File: src/inc/dpwm_map.svh
// Register indices, field positions, reset values and prescaler counts of the dual PWM timer
// Summary of operation
// [RULE1] Two identical 8-bit timers, PWM or interval
// [RULE2] Prescaler gives fc/4, fc/16, fc/64 ticks
// [RULE3] Prescaler run bit starts; clear stops, zeroes
// [RULE4] Up-counter counts selected clock; reset selects PWM
// [RULE5] PWM clears at period top; timer at match
// [RULE6] Per-timer run bit counts or stops, clears
// [RULE7] Match whenever counter equals compare register
// [RULE8] Double-buffer enable per timer, reset cleared
// [RULE9] Buffer loads on overflow (PWM) or match
// [RULE10] Shared address; buffered write hits buffer only
// [RULE11] Software writes compare, then enables buffering
// [RULE12] Compare addresses adjacent; reads return buffer stage
// [RULE13] Interrupt select picks overflow or match source
// [RULE14] Timer mode match clears counter, toggles output
// [RULE15] Output flip-flop changes on match or overflow
// [RULE16] Mode register layout, bit 7 read-only state
// [RULE17] PWM polarity: set on match or on overflow
// [RULE18] Overflow action wins over simultaneous match
// [RULE19] Counting needs prescaler run and timer run
// [RULE20] Clock and period code 11 are reserved
`ifndef DPWM_MAP_SVH
`define DPWM_MAP_SVH

// Register indices, byte address is four times the index
`define DPWM_IDX_RUN      8'h20
`define DPWM_IDX_CMP0     8'h26
`define DPWM_IDX_CMP1     8'h27
`define DPWM_IDX_MODE0    8'h28
`define DPWM_IDX_MODE1    8'h29
`define DPWM_IDX_FFCTL    8'h2A

// Run control bit positions
`define DPWM_RUN_PRESC    7
`define DPWM_RUN_TMR0     2
`define DPWM_RUN_TMR1     3

// Flip-flop control field positions, four bits per timer
`define DPWM_FFCTL_W      4
`define DPWM_FFCTL_SW_LO  0
`define DPWM_FFCTL_TRG_LO 2

// Reset values
`define DPWM_RUN_RST      8'h00
`define DPWM_MODE_RST     7'h00
`define DPWM_CMP_RST      8'h00
`define DPWM_FFCTL_RST    8'h00
`define DPWM_FFCTL_SW_RD  2'h3

// Period tops for 2^n-1 with n of 6, 7 and 8
`define DPWM_TOP_N6       8'h3F
`define DPWM_TOP_N7       8'h7F
`define DPWM_TOP_N8       8'hFF

// Prescaler width and tick masks for fc/4, fc/16 and fc/64
`define DPWM_PRE_W        6
`define DPWM_DIV4_MASK    6'h03
`define DPWM_DIV16_MASK   6'h0F
`define DPWM_DIV64_MASK   6'h3F

`endif

File: src/inc/dpwm_pkg.sv
// Types shared by the dual PWM timer design files
package dpwm_pkg;

	// Input clock select codes
	typedef enum logic [1:0] {
		DPWM_CLK_DIV4  = 2'h0,
		DPWM_CLK_DIV16 = 2'h1,
		DPWM_CLK_DIV64 = 2'h2,
		DPWM_CLK_RSVD  = 2'h3
	} dpwm_clk_t;

	// Period select codes
	typedef enum logic [1:0] {
		DPWM_PER_N6   = 2'h0,
		DPWM_PER_N7   = 2'h1,
		DPWM_PER_N8   = 2'h2,
		DPWM_PER_RSVD = 2'h3
	} dpwm_per_t;

	// Hardware trigger of the output flip-flop
	typedef enum logic [1:0] {
		DPWM_TRG_OFF    = 2'h0,
		DPWM_TRG_INVERT = 2'h1,
		DPWM_TRG_SETMAT = 2'h2,
		DPWM_TRG_CLRMAT = 2'h3
	} dpwm_trg_t;

	// Software action on the output flip-flop
	typedef enum logic [1:0] {
		DPWM_SW_INVERT = 2'h0,
		DPWM_SW_SET    = 2'h1,
		DPWM_SW_CLEAR  = 2'h2,
		DPWM_SW_NONE   = 2'h3
	} dpwm_sw_t;

	// Writable part of a mode register, bits 6 down to 0
	typedef struct packed {
		logic      dbufEn;
		logic      irqSel;
		logic      modeBit;
		dpwm_clk_t clkSel;
		dpwm_per_t periodSel;
	} dpwm_mode_t;

	// Prescaler tick bundle
	typedef struct packed {
		logic div64;
		logic div16;
		logic div4;
	} dpwm_ticks_t;

endpackage : dpwm_pkg

File: src/hw/dpwm_prescaler.sv
// Shared prescaler producing the three timer clock ticks
`timescale 1ns/1ps
`include "dpwm_map.svh"
module dpwm_prescaler (
	input  wire logic          clk,
	input  wire logic          reset,
	input  wire logic          run,
	output dpwm_pkg::dpwm_ticks_t ticks
);
	logic [`DPWM_PRE_W-1:0] count_reg; // Free divider from fc
	dpwm_pkg::dpwm_ticks_t  ticks_reg; // Registered one-cycle ticks

	// Divider count, held at zero while stopped
	always_ff @(posedge clk) begin
		if (reset || !run) begin
			count_reg <= '0; // see [RULE3]
		end else begin
			count_reg <= count_reg + 6'h01;
		end
	end

	// Tick when the low bits roll over: every 4, 16 and 64 clocks
	always_ff @(posedge clk) begin
		if (reset || !run) begin
			ticks_reg <= '0;
		end else begin
			ticks_reg.div4  <= (count_reg & `DPWM_DIV4_MASK) == `DPWM_DIV4_MASK; // see [RULE2]
			ticks_reg.div16 <= (count_reg & `DPWM_DIV16_MASK) == `DPWM_DIV16_MASK; // see [RULE2]
			ticks_reg.div64 <= count_reg == `DPWM_DIV64_MASK; // see [RULE2]
		end
	end

	assign ticks = ticks_reg;
endmodule : dpwm_prescaler

File: src/hw/dpwm_cmp_buffer.sv
// Compare register with its buffer stage sharing one address
`timescale 1ns/1ps
`include "dpwm_map.svh"
module dpwm_cmp_buffer (
	input  wire logic       clk,
	input  wire logic       reset,
	input  wire logic       wrEn,
	input  wire logic [7:0] wrData,
	input  wire logic       dbufEn,
	input  wire logic       load,
	output logic      [7:0] cmpValue,
	output logic      [7:0] bufValue
);
	logic [7:0] cmp_reg; // Active compare value
	logic [7:0] buf_reg; // Buffer stage, readable

	// Buffer stage takes every write
	always_ff @(posedge clk) begin
		if (reset) begin
			buf_reg <= `DPWM_CMP_RST;
		end else if (wrEn) begin
			buf_reg <= wrData; // see [RULE10]
		end
	end

	// Active register: direct write when unbuffered, else reload event
	always_ff @(posedge clk) begin
		if (reset) begin
			cmp_reg <= `DPWM_CMP_RST;
		end else if (wrEn && !dbufEn) begin
			cmp_reg <= wrData; // see [RULE10]
		end else if (load && dbufEn) begin
			cmp_reg <= buf_reg; // see [RULE9]
		end
	end

	assign cmpValue = cmp_reg;
	assign bufValue = buf_reg;
endmodule : dpwm_cmp_buffer

File: src/hw/dpwm_top.sv
// Dual 8-bit PWM / interval timer with APB register access
//
// Local design decision: the APB register port.
`timescale 1ns/1ps
`include "dpwm_map.svh"
module dpwm_top (
	input  wire logic        clk,
	input  wire logic        reset,
	input  wire logic        psel,
	input  wire logic        penable,
	input  wire logic        pwrite,
	input  wire logic [11:0] paddr,
	input  wire logic [31:0] pwdata,
	output logic      [31:0] prdata,
	output logic             pready,
	output logic             pslverr,
	output logic             pwm0OutPin,
	output logic             pwm1OutPin,
	output logic             pwm0Irq,
	output logic             pwm1Irq
);
	localparam int NTMR = 2; // Number of timer channels

	// Bus side registers
	logic [31:0] prdata_reg;  // Read data, loaded as pready rises
	logic        pready_reg;  // One wait state then ready
	logic        pslverr_reg; // Error for unmapped index

	// Shared control registers
	logic [7:0]  run_reg;     // Prescaler and timer run bits
	logic [7:0]  ffctl_reg;   // Output trigger fields, software part reads as ones

	// Bus decode
	logic        accessPhase; // Access phase before ready
	logic        wrAcc;       // Write completes this edge
	logic [7:0]  regIdx;      // Register index from address
	logic        mapped;      // Index hits a register
	logic [31:0] rdMux;       // Read value for the index

	// Per-timer results gathered from the generate loop
	wire  [NTMR-1:0]   ffState;   // Output flip-flop values
	wire  [NTMR-1:0]   irqPulse;  // Registered interrupt pulses
	wire  [NTMR*8-1:0] bufFlat;   // Buffer stages for readback
	wire  [NTMR*7-1:0] modeFlat;  // Writable mode bits for readback

	// Prescaler ticks
	dpwm_pkg::dpwm_ticks_t ticks; // fc/4, fc/16, fc/64 pulses

	// Bus phase and index decode
	assign accessPhase = psel && penable && !pready_reg;
	assign wrAcc       = psel && penable && pready_reg && pwrite;
	assign regIdx      = paddr[9:2];

	// Index map check, upper address bits must be zero
	always_comb begin
		mapped = 1'b0;
		if (paddr[11:10] == 2'h0 && paddr[1:0] == 2'h0) begin
			case (regIdx)
				`DPWM_IDX_RUN,
				`DPWM_IDX_CMP0,
				`DPWM_IDX_CMP1,
				`DPWM_IDX_MODE0,
				`DPWM_IDX_MODE1,
				`DPWM_IDX_FFCTL: mapped = 1'b1;
				default: mapped = 1'b0;
			endcase
		end
	end

	// Read value per index, unmapped reads zero
	always_comb begin
		rdMux = 32'h0000_0000;
		if (mapped) begin
			case (regIdx)
				`DPWM_IDX_RUN: begin
					rdMux = {24'h00_0000, run_reg};
				end
				`DPWM_IDX_CMP0: begin
					rdMux = {24'h00_0000, bufFlat[7:0]}; // see [RULE12]
				end
				`DPWM_IDX_CMP1: begin
					rdMux = {24'h00_0000, bufFlat[15:8]}; // see [RULE12]
				end
				`DPWM_IDX_MODE0: begin
					rdMux = {24'h00_0000, ffState[0], modeFlat[6:0]}; // see [RULE16]
				end
				`DPWM_IDX_MODE1: begin
					rdMux = {24'h00_0000, ffState[1], modeFlat[13:7]}; // see [RULE16]
				end
				`DPWM_IDX_FFCTL: begin
					rdMux = {24'h00_0000, ffctl_reg[7:6], `DPWM_FFCTL_SW_RD,
						ffctl_reg[3:2], `DPWM_FFCTL_SW_RD};
				end
				default: begin
					rdMux = 32'h0000_0000;
				end
			endcase
		end
	end

	// Ready rises one cycle into the access phase, drops after
	always_ff @(posedge clk) begin
		if (reset) begin
			pready_reg <= 1'b0;
		end else begin
			pready_reg <= accessPhase;
		end
	end

	// Read data and error captured with ready
	always_ff @(posedge clk) begin
		if (reset) begin
			prdata_reg  <= 32'h0000_0000;
			pslverr_reg <= 1'b0;
		end else if (accessPhase) begin
			prdata_reg  <= pwrite ? 32'h0000_0000 : rdMux;
			pslverr_reg <= !mapped;
		end else begin
			prdata_reg  <= 32'h0000_0000;
			pslverr_reg <= 1'b0;
		end
	end

	// Run control register
	always_ff @(posedge clk) begin
		if (reset) begin
			run_reg <= `DPWM_RUN_RST; // see [RULE3] [RULE6]
		end else if (wrAcc && mapped && regIdx == `DPWM_IDX_RUN) begin
			// Only the defined run bits are kept
			run_reg <= 8'h00;
			run_reg[`DPWM_RUN_PRESC] <= pwdata[`DPWM_RUN_PRESC]; // see [RULE3]
			run_reg[`DPWM_RUN_TMR0]  <= pwdata[`DPWM_RUN_TMR0]; // see [RULE6]
			run_reg[`DPWM_RUN_TMR1]  <= pwdata[`DPWM_RUN_TMR1]; // see [RULE6]
		end
	end

	// Flip-flop control register, trigger fields only
	always_ff @(posedge clk) begin
		if (reset) begin
			ffctl_reg <= `DPWM_FFCTL_RST;
		end else if (wrAcc && mapped && regIdx == `DPWM_IDX_FFCTL) begin
			ffctl_reg <= {pwdata[7:6], 2'h0, pwdata[3:2], 2'h0};
		end
	end

	// Shared prescaler
	dpwm_prescaler u_prescaler (
		.clk   (clk),
		.reset (reset),
		.run   (run_reg[`DPWM_RUN_PRESC]),
		.ticks (ticks)
	);

	// Two identical timer channels
	for (genvar i = 0; i < NTMR; i++) begin : g_tmr // see [RULE1]
		localparam logic [7:0] CMP_IDX  = (i == 0) ? `DPWM_IDX_CMP0 : `DPWM_IDX_CMP1;
		localparam logic [7:0] MODE_IDX = (i == 0) ? `DPWM_IDX_MODE0 : `DPWM_IDX_MODE1;
		localparam int         RUN_BIT  = (i == 0) ? `DPWM_RUN_TMR0 : `DPWM_RUN_TMR1;
		localparam int         FF_LO    = i * `DPWM_FFCTL_W;

		dpwm_pkg::dpwm_mode_t mode_reg;  // Writable mode bits
		logic [7:0]           count_reg; // Up-counter
		logic                 ff_reg;    // Output flip-flop
		logic                 irq_reg;   // Interrupt pulse
		logic                 tick;      // Selected clock tick gated by run bits
		logic                 timerRun;  // Own run bit
		logic [7:0]           top;       // PWM period top
		logic [7:0]           cmpValue;  // Active compare value
		logic [7:0]           bufValue;  // Buffer stage
		logic                 matchNow;  // Counter equals compare
		logic                 matchEv;   // Match on a counting tick
		logic                 ovfEv;     // Period overflow on a counting tick
		logic                 reload;    // Buffer-to-compare transfer
		logic                 swWr;      // Software flip-flop action written
		dpwm_pkg::dpwm_sw_t   swAct;     // Written software action
		dpwm_pkg::dpwm_trg_t  trg;       // Hardware trigger mode

		assign timerRun = run_reg[RUN_BIT];
		assign trg      = dpwm_pkg::dpwm_trg_t'(ffctl_reg[FF_LO+`DPWM_FFCTL_TRG_LO +: 2]);
		assign swAct    = dpwm_pkg::dpwm_sw_t'(pwdata[FF_LO+`DPWM_FFCTL_SW_LO +: 2]);
		assign swWr     = wrAcc && mapped && regIdx == `DPWM_IDX_FFCTL && swAct != dpwm_pkg::DPWM_SW_NONE;

		// Mode register, bit 7 is the live flip-flop state
		always_ff @(posedge clk) begin
			if (reset) begin
				mode_reg <= dpwm_pkg::dpwm_mode_t'(`DPWM_MODE_RST); // see [RULE4] [RULE8]
			end else if (wrAcc && mapped && regIdx == MODE_IDX) begin
				mode_reg <= dpwm_pkg::dpwm_mode_t'(pwdata[6:0]); // see [RULE16]
			end
		end

		// Clock select, reserved code never ticks
		always_comb begin
			case (mode_reg.clkSel)
				dpwm_pkg::DPWM_CLK_DIV4:  tick = ticks.div4; // see [RULE2]
				dpwm_pkg::DPWM_CLK_DIV16: tick = ticks.div16; // see [RULE2]
				dpwm_pkg::DPWM_CLK_DIV64: tick = ticks.div64; // see [RULE2]
				default:                  tick = 1'b0; // see [RULE20]
			endcase
			tick = tick && run_reg[`DPWM_RUN_PRESC] && timerRun; // see [RULE19]
		end

		// Period top, reserved code uses the full 8-bit top
		always_comb begin
			case (mode_reg.periodSel)
				dpwm_pkg::DPWM_PER_N6: top = `DPWM_TOP_N6;
				dpwm_pkg::DPWM_PER_N7: top = `DPWM_TOP_N7;
				dpwm_pkg::DPWM_PER_N8: top = `DPWM_TOP_N8;
				default:               top = `DPWM_TOP_N8; // see [RULE20]
			endcase
		end

		// Match and overflow events
		assign matchNow = count_reg == cmpValue; // see [RULE7]
		assign matchEv  = tick && matchNow;
		assign ovfEv    = tick && (mode_reg.modeBit ? count_reg == `DPWM_TOP_N8 : count_reg == top); // see [RULE5]
		assign reload   = mode_reg.modeBit ? matchEv : ovfEv; // see [RULE9]

		// Up-counter: cleared when stopped, by overflow in PWM, by match in timer mode
		always_ff @(posedge clk) begin
			if (reset || !timerRun) begin
				count_reg <= 8'h00; // see [RULE6]
			end else if (tick) begin
				if (!mode_reg.modeBit && ovfEv) begin
					count_reg <= 8'h00; // see [RULE5]
				end else if (mode_reg.modeBit && matchEv) begin
					count_reg <= 8'h00; // see [RULE14]
				end else begin
					count_reg <= count_reg + 8'h01; // see [RULE4]
				end
			end
		end

		// Compare register with buffer stage
		dpwm_cmp_buffer u_cmp (
			.clk      (clk),
			.reset    (reset),
			.wrEn     (wrAcc && mapped && regIdx == CMP_IDX),
			.wrData   (pwdata[7:0]),
			.dbufEn   (mode_reg.dbufEn),
			.load     (reload),
			.cmpValue (cmpValue),
			.bufValue (bufValue)
		);

		// Interrupt source select, one-cycle pulse
		always_ff @(posedge clk) begin
			if (reset) begin
				irq_reg <= 1'b0;
			end else begin
				irq_reg <= mode_reg.irqSel ? matchEv : ovfEv; // see [RULE13]
			end
		end

		// Output flip-flop: software action first, then hardware events
		always_ff @(posedge clk) begin
			if (reset) begin
				ff_reg <= 1'b0;
			end else if (swWr) begin
				case (swAct)
					dpwm_pkg::DPWM_SW_INVERT: ff_reg <= !ff_reg;
					dpwm_pkg::DPWM_SW_SET:    ff_reg <= 1'b1;
					dpwm_pkg::DPWM_SW_CLEAR:  ff_reg <= 1'b0;
					default:                  ff_reg <= ff_reg;
				endcase
			end else if (mode_reg.modeBit) begin
				// Timer mode: match toggles when a trigger is enabled
				if (matchEv && trg != dpwm_pkg::DPWM_TRG_OFF) begin
					ff_reg <= !ff_reg; // see [RULE14] [RULE15]
				end
			end else if (ovfEv) begin
				// PWM overflow, takes priority over a same-tick match
				case (trg)
					dpwm_pkg::DPWM_TRG_INVERT: ff_reg <= !ff_reg; // see [RULE18]
					dpwm_pkg::DPWM_TRG_SETMAT: ff_reg <= 1'b0; // see [RULE17] [RULE18]
					dpwm_pkg::DPWM_TRG_CLRMAT: ff_reg <= 1'b1; // see [RULE17] [RULE18]
					default:                   ff_reg <= ff_reg;
				endcase
			end else if (matchEv) begin
				// PWM match
				case (trg)
					dpwm_pkg::DPWM_TRG_INVERT: ff_reg <= !ff_reg; // see [RULE15]
					dpwm_pkg::DPWM_TRG_SETMAT: ff_reg <= 1'b1; // see [RULE17]
					dpwm_pkg::DPWM_TRG_CLRMAT: ff_reg <= 1'b0; // see [RULE17]
					default:                   ff_reg <= ff_reg;
				endcase
			end
		end

		// Gather per-timer results
		assign ffState[i]          = ff_reg;
		assign irqPulse[i]         = irq_reg;
		assign bufFlat[i*8 +: 8]   = bufValue;
		assign modeFlat[i*7 +: 7]  = mode_reg;
	end

	// Outputs, all from flip-flops
	assign prdata     = prdata_reg;
	assign pready     = pready_reg;
	assign pslverr    = pslverr_reg;
	assign pwm0OutPin = ffState[0]; // see [RULE15]
	assign pwm1OutPin = ffState[1]; // see [RULE15]
	assign pwm0Irq    = irqPulse[0];
	assign pwm1Irq    = irqPulse[1];
endmodule : dpwm_top

File: config.mk
export PLATFORM = sky130hd
export DESIGN_NAME = dpwm_top
export DESIGN_NICKNAME = d
export VERILOG_FILES = /design/src/inc/dpwm_pkg.sv /design/src/hw/dpwm_prescaler.sv /design/src/hw/dpwm_cmp_buffer.sv /design/src/hw/dpwm_top.sv
export VERILOG_INCLUDE_DIRS = /design/src /design/src/inc
export SDC_FILE = /design/constraint.sdc
export NUM_CORES = 1
export LEC_CHECK = 0
export BUFFER_PORTS_ARGS = -buffer_cell sky130_fd_sc_hd__buf_2
export CORE_AREA = 2 2 97 99
export DETAILED_ROUTE_END_ITERATION = 8
export DIE_AREA = 0 0 99 101
export PLACE_DENSITY = 0.78
export SLEW_MARGIN = 10
export SYNTH_ARGS = -nofsm -noshare
export SYNTH_HDL_FRONTEND = slang
export SYNTH_SLANG_ARGS = --single-unit
File: constraint.sdc
create_clock -name clk -period 2.5 [get_ports clk]
set_input_delay 0 -clock clk [delete_from_list [all_inputs] [get_ports clk]]
set_output_delay 0 -clock clk [all_outputs]
set_load 0.1 [all_outputs]
==> summary.md <==
| Metric | Value |
|---|---|
| Status | finished, violations left |
| Failing checks | hold timing |
| Tot Pwr | approximately 2700 uW |
| Die X | 99 um |
| EDFF count, synth | 0 |
| Clock transition at path regs | approximately 0.090 ns |
| Post_cts resized | 0 |
| Max-cap violations | 0 |
| Total gr overflow | 0 |
| CP Data Required Time | between 2 and 3 ns |
| # nets final | 673 |
| Post-place instance area | around 5100 um^2 |
| Post-route cell area | between 5000 and 6000 um^2 |
| Netlist cell types | 59 |
| RR Startpoint | run_reg[7]$_SDFFE_PP0P_ |
| Crit-path slowest cell | mux2i_2 |
| Pwr dens | roughly 500 nW/um^2 |
| Tcrit/Tclk final | roughly 88% |
| Syn Area/Cell | roughly 8.6 um^2 |
| Worst path max stage delay | around 0.50 ns |
| DRT iter0 DRCs | 401 |
| Fill cells | between 700 and 800 |
| Startpoint types | register |
| CP endpoint kind | register |
| Critical path launch point | run_reg[7]$_SDFFE_PP0P_ |
| Worst rel slew slack | 57.4% |
| Clock H-tree levels | 3 |
| Slew Limit Fails | 0 |
| Post-route ant nets | 0 |
| Netlist Area Pre-Place | slightly below 5000 um^2 |
| Crit-path leading delay family | simple AND/OR/NAND/NOR gates |
| Slew @ Worst Pin | ~0.64 ns |
| Clock skew | 0.0138 ns |
| Post-synthesis sequential element count | between 90 and 100 |
| Area contributors post-synth | dfxtp_1, nand2_1, xor2_1, a21oi_1, mux2i_1 |
| Fin worst setup slack | slightly above 0.3 ns |
| # diodes | 0 |
| Critical Setup Path Class | register to register |
| Top-count cell post-synth | dfxtp_1 |
| F_max | around 450 MHz |
| Vias in the first global route | 4132 |
| Post-layout minimum cycle time | about 2.2 ns |
| CTS Buffer Depth | 2 |
| Clock root buffer | clkbuf_8 |
| Ys Warns | 0 |
| DRC Markers | 0 |
| Gpl congestion | about 1 |
| CTS tree | done |
| Largest net degree at the start of global routing | between 70 and 80 |
| Final WL | 12000 um |
| Post-synth top area share | between 30 and 40% |
| Antenna violations before repair | 0 |
| Initial core utilization | 54.1% |
| Routed WL per cell | roughly 16 um |
| Worst path bufs/invs | 0 |
| RSZ-0062 raised after global routing | false |
| Leakage | about 0.0022 uW |
| # IOs | slightly below 90 |
| TritonCTS buffer count | 9 |
| Synth top cells by count | dfxtp_1, nand2_1, nor2_1, a21oi_1, xor2_1 |
| First-pass GRT wire length | just under 20000 um |
| Post-Synthesis Cells | between 500 and 600 |
| Yosys top cell by area | dfxtp_1 |
| Seq/Total Area, Yosys | 37.9% |
| PortBufs | 38 |
| Worst-Skew Late Latency | roughly 0.37 ns |
| Vias per inst | just under 6 |
| FP Rows | 35 |
| Area Overhead vs Synth | 11.4% |
| Setup TNS | 0 ns |
| Final Setup Violations | 0 |
| CP cell instances | nand2_1 -> nor3_1 -> nand4_1 -> mux2i_2 -> o31ai_1 -> a211o_1 |
| Die Area | between 9000 and 10000 um^2 |
| Fraction of registers with async set/reset | 0% |
| Worst hold path startpoint | reset |
| Drt first pass iters | 5 |
| Place WS | between 0.3 and 0.4 ns |
| Class of the worst hold path | input pin to register |
| Main synth FF type | dfxtp_1 |
| Hold WS | -0.00190 ns |
| Maximum vdd drop | roughly 0.33 mV |
| Clock Sinks | 92 |
| Max Fanout on Critical Path | 9 |
| Worst Path Arrival | about 2.5 ns |
| Final Hold Fails | 1 |
| Layout cells sized above 1 | 16.2% |
| DP HPWL | between 8000 and 9000 um |
| Overall Global Routing Usage | 24.9% |
| Die H | between 100 and 150 um |
| Via count | roughly 4300 |
| Core area | about 9000 um^2 |
-- worst register-to-register path, cell delays in order (launching register included) --
cell and delay (ns):
dfxtp_1 0.46, nand2_1 0.08, nor3_1 0.33, nand4_1 0.28, mux2i_2 0.50, o31ai_1 0.16, a211o_1 0.29
-- cell families (layout without fill, tap and decap cells) --
family,after synthesis,in the layout,share of synthesized area (%)
simple gates,229,229,25.3
compound gates,110,110,15.5
flops,92,92,37.9
buf+inv,61,92,6.69
xor+xnor,37,37,6.67
mux,25,25,5.30
fa+ha+maj,10,10,2.57
other cells,1,24,0.0772
-- report_power, final --
| part | switching [uW] | internal (uW) |
|---|---|---|
| sequential | 0.502 | 1470 |
| clock | 540 | 397 |
| combinational | 241 | 47.8 |
-- timing repair --
item                                   in CTS  in global routing
hold buffers                               10                  0
setup buffers                               0                  0
endpoints found under the hold margin      16                  0
-- cell type report --
class                           count  area (um^2)  share of cell area, %
Clock buffer                       10          138                   2.54
Clock inverter                      6         46.3                  0.855
Inverter                           12         45.0                  0.832
Multi-Input combinational cell    435         2780                   51.3
Sequential cell                    92         1840                   34.0
Tap cell                          111          139                   2.57
Timing Repair Buffer               64          423                   7.81
-- cells in the final DEF, fill, tap and decap left out, types with 12 or more instances in the layout --
cell type / netlist / routed
inv_1: 12 / 12
xor2_1: 27 / 27
dfxtp_1: 92 / 91
buf_2: 5 / 38
a21oi_1: 43 / 43
and2_1: 14 / 14
conb_1: 1 / 24
buf_4: 24 / 15
nor2_1: 51 / 51
nand2_1: 70 / 70
mux2i_1: 21 / 21
-- worst paths after layout --
check | depth (start not counted) | end | slack (ns)
worst max-delay path | 6 | g_tmr[0].u_cmp.cmpValue[0]$_SDFFE_PP0P_ | 0.30
worst min register to register | 1 | u_prescaler.count_reg[0]$_SDFF_PP0_ | 0.47
worst min-delay path | 3 | pready$_SDFF_PP0_ | -0.002
worst max register to register | 6 | g_tmr[0].u_cmp.cmpValue[0]$_SDFFE_PP0P_ | 0.30
-- per-stage QoR --
| step | instances | utilization [%] |
|---|---|---|
| 4_1_cts | 730 | 60.3 |
| 3_5_place_dp | 704 | 57.1 |
| 2_1_floorplan | 588 | - |
| 5_1_grt | 730 | 60.3 |
| 3_3_place_gp | 704 | 57.1 |
| 6_report | 730 | 60.3 |
-- routing by layer --
layer	wire length [um]	part of all wire, %	global-route usage (%)
met5	0	0	0
met4	348	2.9	10.3
met3	823	6.9	4.72
met2	5850	49	43.4
met1	4980	42	30.2
(Power assumes the default switching activity.)
